[src/rtl/fdwg_pkg.sv]
package fdwg_pkg;
	// Clock and flash timing, cycle counts derived from the rate
	localparam int CLK_PERIOD_NS = 20;
	localparam int FLASH_FLOAT_NS = 30;
	localparam int ADDR_HOLD_NS = 10;
	// Least times round up to whole cycles
	localparam int FLOAT_CYC = (FLASH_FLOAT_NS + CLK_PERIOD_NS - 1) / CLK_PERIOD_NS;
	localparam int HOLD_CYC = (ADDR_HOLD_NS + CLK_PERIOD_NS - 1) / CLK_PERIOD_NS;
	localparam logic [1:0] FLOAT_CNT = 2'(FLOAT_CYC);
	localparam logic [1:0] HOLD_CNT = 2'(HOLD_CYC);

	// Page register and window map
	localparam int PAGE_W = 8;
	localparam int PAGE_COUNT = 256;
	localparam int PAGE_BYTES = 16384;
	localparam logic [19:0] PAGE_PORT = 20'h003e0;
	localparam logic [19:0] WIN_BASE = 20'hc8000;
	localparam logic [19:0] WIN_END = 20'hcc000;
	localparam logic [19:0] ADAPTER_LO = 20'hc0000;
	localparam logic [19:0] ADAPTER_HI = 20'hf0000;
	localparam logic [PAGE_W-1:0] PAGE_RST = 8'h00;

	// Wait states of the two chip-select regions
	localparam logic [1:0] PAGE_WAITS = 2'h1;
	localparam logic [1:0] WIN_WAITS = 2'h2;

	// Controller register offsets
	localparam logic [7:0] REG_ADDR = 8'h00;
	localparam logic [7:0] REG_WDATA = 8'h04;
	localparam logic [7:0] REG_CTRL = 8'h08;
	localparam logic [7:0] REG_CFG = 8'h0c;
	localparam logic [7:0] REG_STATUS = 8'h10;
	// Control word fields
	localparam int CTRL_WRITE = 0;
	localparam int CTRL_MEM = 1;
	localparam int CTRL_LOW = 2;
	localparam int CTRL_HIGH = 3;
	// Config fields and reset value
	localparam int CFG_CSU_EN = 0;
	localparam int CFG_MGMT_BOTH = 1;
	localparam logic [1:0] CFG_RST = 2'h3;
	// Status fields
	localparam int STAT_BUSY = 0;
	localparam int STAT_DONE = 1;

	// Processor bus states
	typedef enum logic [1:0] {
		BUS_IDLE,
		BUS_T1,
		BUS_WAIT,
		BUS_HOLD
	} fdwg_bus_e;
endpackage : fdwg_pkg

[src/rtl/fdwg_if.sv]
`timescale 1ns/1ps
`default_nettype none
interface fdwg_if;
	// Processor local bus
	logic addressStrobeN;
	logic writeNotRead;
	logic memNotIo;
	logic readyN;
	logic pageRegSelectN;
	logic windowSelectN;
	logic upperByteEnableN;
	logic lowerByteEnableN;
	logic [19:0] busAddr;
	logic [15:0] busData;
	logic busDataOe;
	// Glue outputs
	logic extReadyN;
	logic cpuReset;
	logic flashWriteN;
	logic bufferEnableN;
	logic latchClock;
	logic latchOutputControlN;
	logic [7:0] flashUpperAddr;
	logic flashUpperAddrOe;
	logic highLaneChipEnableN;
	logic lowLaneChipEnableN;
	logic flashPowerdownN;

	modport glue(
		input addressStrobeN, writeNotRead, memNotIo, readyN,
		input pageRegSelectN, windowSelectN, upperByteEnableN,
		input lowerByteEnableN, busAddr, busData, busDataOe,
		output extReadyN, cpuReset, flashWriteN, bufferEnableN,
		output latchClock, latchOutputControlN, flashUpperAddr,
		output flashUpperAddrOe, highLaneChipEnableN,
		output lowLaneChipEnableN, flashPowerdownN
	);
	modport cpu(
		output addressStrobeN, writeNotRead, memNotIo, readyN,
		output pageRegSelectN, windowSelectN, upperByteEnableN,
		output lowerByteEnableN, busAddr, busData, busDataOe,
		input extReadyN, cpuReset
	);
endinterface : fdwg_if
`default_nettype wire

[src/rtl/fdwg_cpu_end.sv]
// The address-and-strobe port was left to the implementer.
`timescale 1ns/1ps
`default_nettype none
module fdwg_cpu_end (
	fdwg_if.cpu bus,
	input wire logic mclk,
	input wire logic rstn,
	input wire logic [7:0] regAddr,
	input wire logic [31:0] regWdata,
	input wire logic regWr,
	input wire logic regRd,
	output logic [31:0] regRdata,
	input wire logic systemManagementMode
);
	////////////////////////////////////////////////////////////////////
	// Declarations
	fdwg_pkg::fdwg_bus_e state_r; // Bus state
	logic hph_r; // Phase toggle, matches the glue
	logic [19:0] addr_r; // Cycle address
	logic [15:0] wdata_r; // Cycle write data
	logic [3:0] ctrl_r; // Cycle kind
	logic [1:0] cfg_r; // Chip-select options
	logic pend_r; // Start requested
	logic done_r; // Sticky completion
	logic [1:0] wait_r; // Remaining wait states
	logic extSeen_r; // Glue ready seen
	logic [1:0] hold_r; // Address hold count
	logic [31:0] rdata_r;
	logic strobe_r;
	logic rdyN_r;
	logic pageSelN_r;
	logic winSelN_r;
	logic oe_r;
	logic hit0;
	logic hit1;
	logic mgmtOk;
	logic edge0;
	logic lastT2;
	logic finish;

	////////////////////////////////////////////////////////////////////
	// Chip-select decode
	// In management mode the selects fire only with the both option
	assign mgmtOk = cfg_r[fdwg_pkg::CFG_MGMT_BOTH] ||
		!systemManagementMode;
	assign hit0 = cfg_r[fdwg_pkg::CFG_CSU_EN] && mgmtOk &&
		!ctrl_r[fdwg_pkg::CTRL_MEM] &&
		(addr_r[19:1] == fdwg_pkg::PAGE_PORT[19:1]);
	assign hit1 = cfg_r[fdwg_pkg::CFG_CSU_EN] && mgmtOk &&
		ctrl_r[fdwg_pkg::CTRL_MEM] &&
		(addr_r >= fdwg_pkg::WIN_BASE) &&
		(addr_r < fdwg_pkg::WIN_END);
	// States change where the next cycle starts a new phase
	assign edge0 = !hph_r;
	assign lastT2 = cfg_r[fdwg_pkg::CFG_CSU_EN] ? (wait_r == 2'h0) :
		(extSeen_r || !bus.extReadyN);
	assign finish = (state_r == fdwg_pkg::BUS_WAIT) && edge0 && lastT2;

	////////////////////////////////////////////////////////////////////
	// Phase toggle, realigned by the glue's reset
	always_ff @(posedge mclk or negedge rstn) begin
		if (!rstn) begin
			hph_r <= 1'b0;
		end else begin
			hph_r <= !hph_r && !bus.cpuReset;
		end
	end

	// Bus state machine, two clocks per T1 and wait state, one for hold
	always_ff @(posedge mclk or negedge rstn) begin
		if (!rstn) begin
			state_r <= fdwg_pkg::BUS_IDLE;
		end else if (bus.cpuReset) begin
			state_r <= fdwg_pkg::BUS_IDLE;
		end else begin
			case (state_r)
				fdwg_pkg::BUS_IDLE: begin
					if (pend_r && edge0) begin
						state_r <= fdwg_pkg::BUS_T1;
					end
				end
				fdwg_pkg::BUS_T1: begin
					if (edge0) begin
						state_r <= fdwg_pkg::BUS_WAIT;
					end
				end
				fdwg_pkg::BUS_WAIT: begin
					if (finish) begin
						state_r <= fdwg_pkg::BUS_HOLD;
					end
				end
				fdwg_pkg::BUS_HOLD: begin
					// Address stays a while after strobes drop
					if (hold_r == 2'h0) begin
						state_r <= fdwg_pkg::BUS_IDLE;
					end
				end
				default: begin
					state_r <= fdwg_pkg::BUS_IDLE;
				end
			endcase
		end
	end

	// Wait-state count, ready and glue ready capture
	always_ff @(posedge mclk or negedge rstn) begin
		if (!rstn) begin
			wait_r <= 2'h0;
			extSeen_r <= 1'b0;
			rdyN_r <= 1'b1;
		end else if (state_r == fdwg_pkg::BUS_T1) begin
			wait_r <= hit1 ? fdwg_pkg::WIN_WAITS :
				(hit0 ? fdwg_pkg::PAGE_WAITS : 2'h0);
			extSeen_r <= 1'b0;
			rdyN_r <= !(edge0 && cfg_r[fdwg_pkg::CFG_CSU_EN] &&
				!hit0 && !hit1);
		end else if (state_r == fdwg_pkg::BUS_WAIT) begin
			if (!bus.extReadyN) begin
				extSeen_r <= 1'b1;
			end
			if (edge0 && wait_r != 2'h0) begin
				wait_r <= wait_r - 2'h1;
			end
			// Ready low through the whole last wait state
			rdyN_r <= !(cfg_r[fdwg_pkg::CFG_CSU_EN] && !finish &&
				(wait_r == 2'h0 || (edge0 && wait_r == 2'h1)));
		end else begin
			rdyN_r <= 1'b1;
		end
	end

	// Strobe, selects and data drive
	always_ff @(posedge mclk or negedge rstn) begin
		if (!rstn) begin
			strobe_r <= 1'b0;
			pageSelN_r <= 1'b1;
			winSelN_r <= 1'b1;
			oe_r <= 1'b0;
		end else begin
			strobe_r <= (state_r == fdwg_pkg::BUS_IDLE) && pend_r &&
				edge0 && !bus.cpuReset;
			if (state_r == fdwg_pkg::BUS_T1 && edge0) begin
				strobe_r <= 1'b0;
			end else if (state_r == fdwg_pkg::BUS_T1) begin
				strobe_r <= 1'b1;
			end
			if (finish || bus.cpuReset) begin
				pageSelN_r <= 1'b1;
				winSelN_r <= 1'b1;
				oe_r <= 1'b0;
			end else if (state_r == fdwg_pkg::BUS_T1) begin
				pageSelN_r <= !hit0;
				winSelN_r <= !hit1;
				oe_r <= ctrl_r[fdwg_pkg::CTRL_WRITE];
			end
		end
	end

	// Address hold count
	always_ff @(posedge mclk or negedge rstn) begin
		if (!rstn) begin
			hold_r <= 2'h0;
		end else if (finish) begin
			hold_r <= fdwg_pkg::HOLD_CNT - 2'h1;
		end else if (hold_r != 2'h0) begin
			hold_r <= hold_r - 2'h1;
		end
	end

	////////////////////////////////////////////////////////////////////
	// Register writes; a start while busy is ignored
	always_ff @(posedge mclk or negedge rstn) begin
		if (!rstn) begin
			addr_r <= 20'h00000;
			wdata_r <= 16'h0000;
			ctrl_r <= 4'h0;
			cfg_r <= fdwg_pkg::CFG_RST;
		end else if (regWr && !pend_r) begin
			case (regAddr)
				fdwg_pkg::REG_ADDR: addr_r <= regWdata[19:0];
				fdwg_pkg::REG_WDATA: wdata_r <= regWdata[15:0];
				fdwg_pkg::REG_CTRL: ctrl_r <= regWdata[3:0];
				fdwg_pkg::REG_CFG: cfg_r <= regWdata[1:0];
				default: begin
				end
			endcase
		end
	end

	// Busy and sticky done; completion wins over a clear
	always_ff @(posedge mclk or negedge rstn) begin
		if (!rstn) begin
			pend_r <= 1'b0;
			done_r <= 1'b0;
		end else begin
			if (regWr && regAddr == fdwg_pkg::REG_CTRL && !pend_r) begin
				pend_r <= 1'b1;
			end else if (state_r == fdwg_pkg::BUS_HOLD &&
				hold_r == 2'h0) begin
				pend_r <= 1'b0;
			end else if (bus.cpuReset && state_r == fdwg_pkg::BUS_IDLE) begin
				pend_r <= pend_r;
			end
			if (state_r == fdwg_pkg::BUS_HOLD && hold_r == 2'h0) begin
				done_r <= 1'b1;
			end else if (regWr && regAddr == fdwg_pkg::REG_STATUS &&
				regWdata[fdwg_pkg::STAT_DONE]) begin
				done_r <= 1'b0;
			end
		end
	end

	// Read data, one cycle after the strobe only
	always_ff @(posedge mclk or negedge rstn) begin
		if (!rstn) begin
			rdata_r <= 32'h00000000;
		end else if (regRd) begin
			case (regAddr)
				fdwg_pkg::REG_ADDR: rdata_r <= {12'h000, addr_r};
				fdwg_pkg::REG_WDATA: rdata_r <= {16'h0000, wdata_r};
				fdwg_pkg::REG_CTRL: rdata_r <= {28'h0000000, ctrl_r};
				fdwg_pkg::REG_CFG: rdata_r <= {30'h00000000, cfg_r};
				fdwg_pkg::REG_STATUS: rdata_r <= {30'h00000000, done_r, pend_r};
				default: rdata_r <= 32'h00000000;
			endcase
		end else begin
			rdata_r <= 32'h00000000;
		end
	end

	////////////////////////////////////////////////////////////////////
	// Bus outputs, all from flops
	assign bus.addressStrobeN = !strobe_r;
	assign bus.writeNotRead = ctrl_r[fdwg_pkg::CTRL_WRITE];
	assign bus.memNotIo = ctrl_r[fdwg_pkg::CTRL_MEM];
	assign bus.readyN = rdyN_r;
	assign bus.pageRegSelectN = pageSelN_r;
	assign bus.windowSelectN = winSelN_r;
	assign bus.lowerByteEnableN = !ctrl_r[fdwg_pkg::CTRL_LOW];
	assign bus.upperByteEnableN = !ctrl_r[fdwg_pkg::CTRL_HIGH];
	assign bus.busAddr = addr_r;
	assign bus.busData = wdata_r;
	assign bus.busDataOe = oe_r;
	assign regRdata = rdata_r;
endmodule : fdwg_cpu_end
`default_nettype wire

[src/flat_wrapper.sv]
// flat-port wrapper written by rule: the top's interface ports become plain ports
module fdwg_cpu_end_flat 
  (mclk, rstn, regAddr, regWdata, regWr, regRd, regRdata, systemManagementMode, bus_addressStrobeN, bus_writeNotRead, bus_memNotIo, bus_readyN, bus_pageRegSelectN, bus_windowSelectN, bus_upperByteEnableN, bus_lowerByteEnableN, bus_busAddr, bus_busData, bus_busDataOe, bus_extReadyN, bus_cpuReset);
  fdwg_if bus_i ();
  input wire logic mclk;
  input wire logic rstn;
  input wire logic [7:0] regAddr;
  input wire logic [31:0] regWdata;
  input wire logic regWr;
  input wire logic regRd;
  output logic [31:0] regRdata;
  input wire logic systemManagementMode;
  output wire logic [$bits(bus_i.addressStrobeN)-1:0] bus_addressStrobeN;
  output wire logic [$bits(bus_i.writeNotRead)-1:0] bus_writeNotRead;
  output wire logic [$bits(bus_i.memNotIo)-1:0] bus_memNotIo;
  output wire logic [$bits(bus_i.readyN)-1:0] bus_readyN;
  output wire logic [$bits(bus_i.pageRegSelectN)-1:0] bus_pageRegSelectN;
  output wire logic [$bits(bus_i.windowSelectN)-1:0] bus_windowSelectN;
  output wire logic [$bits(bus_i.upperByteEnableN)-1:0] bus_upperByteEnableN;
  output wire logic [$bits(bus_i.lowerByteEnableN)-1:0] bus_lowerByteEnableN;
  output wire logic [$bits(bus_i.busAddr)-1:0] bus_busAddr;
  output wire logic [$bits(bus_i.busData)-1:0] bus_busData;
  output wire logic [$bits(bus_i.busDataOe)-1:0] bus_busDataOe;
  input wire logic [$bits(bus_i.extReadyN)-1:0] bus_extReadyN;
  input wire logic [$bits(bus_i.cpuReset)-1:0] bus_cpuReset;
  assign bus_addressStrobeN = bus_i.addressStrobeN;
  assign bus_writeNotRead = bus_i.writeNotRead;
  assign bus_memNotIo = bus_i.memNotIo;
  assign bus_readyN = bus_i.readyN;
  assign bus_pageRegSelectN = bus_i.pageRegSelectN;
  assign bus_windowSelectN = bus_i.windowSelectN;
  assign bus_upperByteEnableN = bus_i.upperByteEnableN;
  assign bus_lowerByteEnableN = bus_i.lowerByteEnableN;
  assign bus_busAddr = bus_i.busAddr;
  assign bus_busData = bus_i.busData;
  assign bus_busDataOe = bus_i.busDataOe;
  assign bus_i.extReadyN = bus_extReadyN;
  assign bus_i.cpuReset = bus_cpuReset;
  fdwg_cpu_end u_core (.bus(bus_i), .mclk(mclk), .rstn(rstn), .regAddr(regAddr), .regWdata(regWdata), .regWr(regWr), .regRd(regRd), .regRdata(regRdata), .systemManagementMode(systemManagementMode));
endmodule
[config.mk]
export PLATFORM = sky130hd
export DESIGN_NAME = fdwg_cpu_end_flat
export DESIGN_NICKNAME = d
export VERILOG_FILES = /design/src/rtl/fdwg_pkg.sv /design/src/rtl/fdwg_if.sv /design/src/rtl/fdwg_cpu_end.sv /design/src/flat_wrapper.sv
export SDC_FILE = /design/constraint.sdc
export NUM_CORES = 1
export LEC_CHECK = 0
export ABC_AREA = 1
export ABC_CLOCK_PERIOD_IN_PS = 1300
export BUFFER_PORTS_ARGS = -buffer_cell sky130_fd_sc_hd__buf_2
export CAP_MARGIN = 20
export CELL_PAD_IN_SITES_DETAIL_PLACEMENT = 2
export CELL_PAD_IN_SITES_GLOBAL_PLACEMENT = 2
export CORE_ASPECT_RATIO = 0.75
export CORE_MARGIN = 4
export CORE_UTILIZATION = 27
export DETAILED_ROUTE_END_ITERATION = 10
export GPL_ROUTABILITY_DRIVEN = 0
export PLACE_DENSITY = 0.76
export SETUP_SLACK_MARGIN = 0.5
export SLEW_MARGIN = 10
export SYNTH_ARGS = -nofsm -noshare
export SYNTH_HDL_FRONTEND = slang
export SYNTH_SLANG_ARGS = --single-unit
[constraint.sdc]
create_clock -name mclk -period 1.3 [get_ports mclk]
set_input_delay 0.065 -clock mclk [delete_from_list [all_inputs] [get_ports mclk]]
set_output_delay 0.065 -clock mclk [all_outputs]
set_load 0.01 [all_outputs]
# [Yosys cells after proc, flatten, opt, wreduce, memory -nomap -nowiden]
# Index checks and enable logic that the tools add are counted.
[word_totals] ff_bits=89 output_inout_bits=77
[op_classes] n_addsub=2 magnitude_cmp=2 eq_ne=14 n_mux=33 n_reduce_logical=64
[ops] op="$pmux W20 S5" n=1
[ops] op="$mux W32" n=1
[ops] op="$logic_and A1 B1 Y1" n=27
[ops] op="$mux W2" n=11
[ops] op="$ge A20 B20 Y1 const B" n=1
[ops] op="$lt A20 B20 Y1 const B" n=1
[ops] op="$eq A19 B9 Y1 const B" n=1
[ops] op="$mux W1" n=19
[ops] op="$eq A8 B4 Y1 const B" n=2
[ops] op="$reduce_bool A2 Y1" n=8
[ops] op="$logic_not A1 Y1" n=14
[ops] op="$reduce_and A2 Y1" n=6
[ops] op="$eq A8 B3 Y1 const B" n=1
[ops] op="$eq A8 B5 Y1 const B" n=1
[ops] op="$logic_not A8 Y1" n=1
[ops] op="$pmux W2 S4" n=1
[ops] op="$logic_not A2 Y1" n=3
[ops] op="$ne A3 B2 Y1 const B" n=2
[ops] op="$ne A3 B3 Y1 const B" n=2
[ops] op="$eq A2 B1 Y1 const B" n=2
[ops] op="$eq A2 B2 Y1 const B" n=2
[ops] op="$logic_or A1 B1 Y1" n=4
[ops] op="$reduce_and A4 Y1" n=1
[ops] op="$sub A2 B1 Y2 const B" n=2
[ops] op="$ne A2 B1 Y1 const B" n=1

# [Depth between registers and ports, before layout]
[depth] depth_word=10 mapped_depth=9 mapped_depth_nobuf=9

# [Worst setup path before layout]
# No wires, ideal clock.
[synth_path] path_kind="register -> register" from="register u_core.state_r[0]" to="register u_core.wait_r[0]" setup_ns=0.118 arrival_ns=1.290 setup_slack_ns=-0.107 path_stages_with_launch=7 synth_period_minus_slack_ns=1.407 cell_sequence="dfrtp_1 inv_1 ha_1 inv_1 o31ai_1 or2_2 nand2_1"
[synth_between] elab_chain_len=3 elab_cells_between_ends=6 cone_classes="2 x eq/ne; 1 x mux; 3 x reduce/logical"
[synth_lines] element="from (decl)" line="fdwg_cpu_end.sv:17" text="fdwg_pkg::fdwg_bus_e state_r;"
[synth_lines] element="from (signal assigned)" line="fdwg_cpu_end.sv:72" text="state_r <= fdwg_pkg::BUS_IDLE;"
[synth_lines] element="from (signal assigned)" line="fdwg_cpu_end.sv:74" text="state_r <= fdwg_pkg::BUS_IDLE;"
[synth_lines] element="from (signal assigned)" line="fdwg_cpu_end.sv:79" text="state_r <= fdwg_pkg::BUS_T1;"
[synth_lines] element="$eq A2 B1 Y1 or $eq A2 B2 Y1 (tied branches)" line="fdwg_cpu_end.sv:111, fdwg_cpu_end.sv:117"
[synth_lines] element="$reduce_bool A2 Y1 (no line)"
[synth_lines] element="$reduce_and A2 Y1 (no line)"
[synth_lines] element="to (signal assigned)" line="fdwg_cpu_end.sv:112" text="wait_r <= hit1 ? fdwg_pkg::WIN_WAITS :"
[synth_lines] element="to (signal assigned)" line="fdwg_cpu_end.sv:122" text="wait_r <= wait_r - 2'h1;"
[synth_lines] element="to (decl)" line="fdwg_cpu_end.sv:25" text="logic [1:0] wait_r;"
# Parallel ways exist; a longest one is shown, timed or not.
# A chain may end at the register's enable or synchronous reset.

# [Worst setup path in the final report]
[layout_path] from="register u_core.state_r[0]" to="register u_core.state_r[1]"
[layout_between] elab_chain_len=5 elab_cells_between_ends=13 cone_classes="7 x eq/ne; 2 x mux; 4 x reduce/logical"
[layout_lines] element="$eq A2 B2 Y1" line="fdwg_cpu_end.sv:57, fdwg_cpu_end.sv:76"
[layout_lines] element="$logic_and A1 B1 Y1 (2 in series)" line="fdwg_cpu_end.sv:57" text="assign finish = (state_r == fdwg_pkg::BUS_WAIT) && edge0 && lastT2;"
[layout_lines] element="$ne A3 B2 Y1 (no line)"
[layout_lines] element="$reduce_and A4 Y1 (no line)"
# Parallel ways exist; a longest one is shown, timed or not.

==> results_dict.tcl <==
set metrics [dict create \
    setup_viol_count_final 20 \
    die_w_um 147 \
    path_clk_slew_ns 0.06 \
    finish.utilization_pct 52.4 \
    leakagePower_nw 3.64 \
    hold_violations 0 \
    core_region_area_sq_um 14000 \
    critical_path.slowest_cell "dfrtp_1" \
    drt-pass1-iter-count 4 \
    synth_seq_cells 77 \
    crit_top_cell "nand2_1" \
    r2r_start "u_core.state_r[0]" \
    min_period_over_period_pct 126 \
    cts_tree "done" \
    area_delta_synth_final_pct 86.1 \
    critPathMaxStageDelay_ns 0.41 \
    whs_ns 0.0107 \
    io_pins 124 \
    synth-edff-count 0 \
    rsz0062_at_grt "true" \
    grt_pass1_wl_um 28100 \
    synth.distinct_cells 33 \
    final-instance-count-excl-fill 869 \
    root_buffer "clkbuf_16" \
    irDropWorstVdd_mv 1.09 \
    min_period_ns 1.63 \
    skew_ns 0.0153 \
    critPathArrivalTime_ns 1.87 \
    p_per_area_nw_per_um2 1270 \
    fmax_mhz 613 \
    hold_path.class "in -> reg" \
    worstSetupPathType "reg -> reg" \
    avgSynthCellArea_sq_um 9.07 \
    cts.sinks 77 \
    clkLatencyLatePin_ns 0.37 \
    grt_usage_pct 22.3 \
    critPathCaptureType "flop" \
    violations "negative setup slack" \
    critPathLaunchType "flop" \
    grt_overflow 0 \
    maxCapViolCount 0 \
    grt_pass1_vias 4630 \
    setup_tns_ns -2.50 \
    syn_inst 434 \
    ys.flop_type "dfrtp_1" \
    cp_data_required_time_ns 1.54 \
    crit_path_max_fanout 4 \
    hpwlAfterDp_um 9840 \
    grt_max_degree 78 \
    placed_area_sq_um 5050 \
    n_antenna_cell 0 \
    cp_cell_sequence "inv_2, ha_4, nand4_1, nand2_2, nand3_2, nand2_1, nand2_1" \
    worst_slack_ns -0.332 \
    synth_area_sq_um 3940 \
    layout_commonest_cell "buf_6" \
    start_util_pct 28.1 \
    cts_max_level 3 \
    dpl.cell_count 759 \
    ys_seq_area_share_pct 49.1 \
    core.rowCount 37 \
    status "finished, violations left" \
    drc 0 \
    clockBufferDepth 2 \
    antenna_found_initial 0 \
    port_buffers 99 \
    tightest_slew_ns 0.649 \
    routed_wl_um 21600 \
    critPathBufInv 1 \
    nNetsFinal 724 \
    layout_common_cells "82 x buf_6, 66 x buf_2, 66 x dfrtp_1, 58 x nand2_1, 53 x buf_4" \
    relSlewSlack_pct 56.4 \
    crit_start "u_core.state_r[0]" \
    dr_total_vias 4145 \
    hold_path_startpoint "regWdata[15]" \
    ant_nets 0 \
    drt_iter0_markers 196 \
    synthArstFlopShare_pct 100 \
    drive_gt1_share_pct 64.5 \
    finalMaxSlewViolations 0 \
    avgViaCountPerCell 4.77 \
    final_cell_area_sq_um 7320 \
    die-area_sq_um 16600 \
    critPathTopFamily "simple AND/OR/NAND/NOR gates" \
    cts_buffers 9 \
    ys_warn_count 0 \
    wl_per_cell_um 24.8 \
    die_height_um 113 \
]
## cells by family after synthesis
family / share of synthesized area [%]
XOR/XNOR: 0.223
adder cells (fa/ha/maj): 2.54
flip-flops: 49.1
AO/OA/AOI/OAI: 11.2
AND/OR/NAND/NOR: 26.9
buffers and inverters: 9.92
other: 0.0953
## where the power goes
| group | leakage, nW | switching [W] | total (W) | internal [W] |
|---|---|---|---|---|
| clock network | 0.141 | 0.00116 | 0.00267 | 0.00151 |
| registers | 1.00 | 0.000240 | 0.00288 | 0.00264 |
| logic | 2.49 | 0.00195 | 0.00373 | 0.00178 |
## layout make-up
type / instances / area (sq um)
Clock inverter: 2 / 15.0
Clock buffer: 14 / 284
Tap cell: 195 / 244
Fill cell: 1430 / 6660
Inverter: 52 / 208
Sequential cell: 77 / 1940
Timing Repair Buffer: 234 / 2250
Multi-Input combinational cell: 295 / 2380
## synthesized netlist by cell type (2+ instances only)
master	n	share of area, %
a21oi_1	13	1.7
a21oi_2	4	0.89
buf_4	12	2.3
buf_6	9	2.6
dfrtp_1	72	46
dfstp_2	5	3.3
ha_1	8	2.5
inv_1	51	4.9
nand2_1	97	9.3
nand2_2	20	3.2
nand2_4	3	0.86
nand3_1	31	3.9
nand4_1	5	0.79
nor2_1	39	3.7
nor2_4	7	2.0
nor2_8	3	1.5
nor3_1	2	0.25
o21ai_0	7	0.89
o21ai_1	2	0.25
o21ai_2	31	6.9
## per-stage QoR
step | setup slack [ns] | total power [W]
4_1_cts | -0.0886 | 0.00822
3_5_place_dp | -0.271 | 0.00499
2_1_floorplan | 0.00803 | 0.00408
5_1_grt | -0.443 | 0.00972
6_report | -0.332 | 0.00928
3_3_place_gp | -0.0502 | 0.00483
## worst reg2reg max path: stages, from the launching register on
cell     delay [ns]
dfrtp_1        0.41
inv_2          0.14
ha_4           0.19
nand4_1        0.27
nand2_2        0.20
nand3_2        0.11
nand2_1        0.12
nand2_1        0.08
## layer usage
layer / vias to the layer above / track usage, % / wire (um) / part of all wire (%)
li1: 1828 / - / - / -
met1: 2141 / 26.8 / 8640 / 40
met2: 136 / 40.6 / 11400 / 53
met3: 40 / 5.25 / 835 / 3.9
met4: 0 / 5.09 / 643 / 3.0
met5: - / 0 / 0 / 0
## sequential cells by signal, summed over array words and instances, names as in the netlist, 2 cells and up
| signal | cells |
|---|---|
| u_core.regRdata | 20 |
| u_core.wait_r | 2 |
| u_core.ctrl_r | 4 |
| u_core.hold_r | 2 |
| u_core.bus.busData | 16 |
| u_core.cfg_r | 2 |
| u_core.state_r | 2 |
| u_core.bus.busAddr | 20 |
## final timing paths
kind                                     endpoint  depth (start not counted)  slack [ns]
min reg2reg                         u_core.done_r                          2        0.53
max reg2reg                     u_core.state_r[1]                          7       -0.33
min in group asynchronous           u_core.done_r                          3        0.23
max in group asynchronous  u_core.bus.busAddr[14]                          3        0.61
max                             u_core.state_r[1]                          7       -0.33
min                        u_core.bus.busAddr[15]                          3        0.01
## repair_timing
| action | CTS | global route |
|---|---|---|
| pin swaps | 57 | 53 |
| setup endpoints to repair | 134 | 141 |
| endpoints found under the hold margin | 82 | 0 |
| cloned | 9 | 0 |
| setup buffers | 51 | 24 |
| hold buffers | 10 | 0 |
| gates resized for setup | 166 | 89 |
Note: power is estimated with default switching activity, not from simulation.
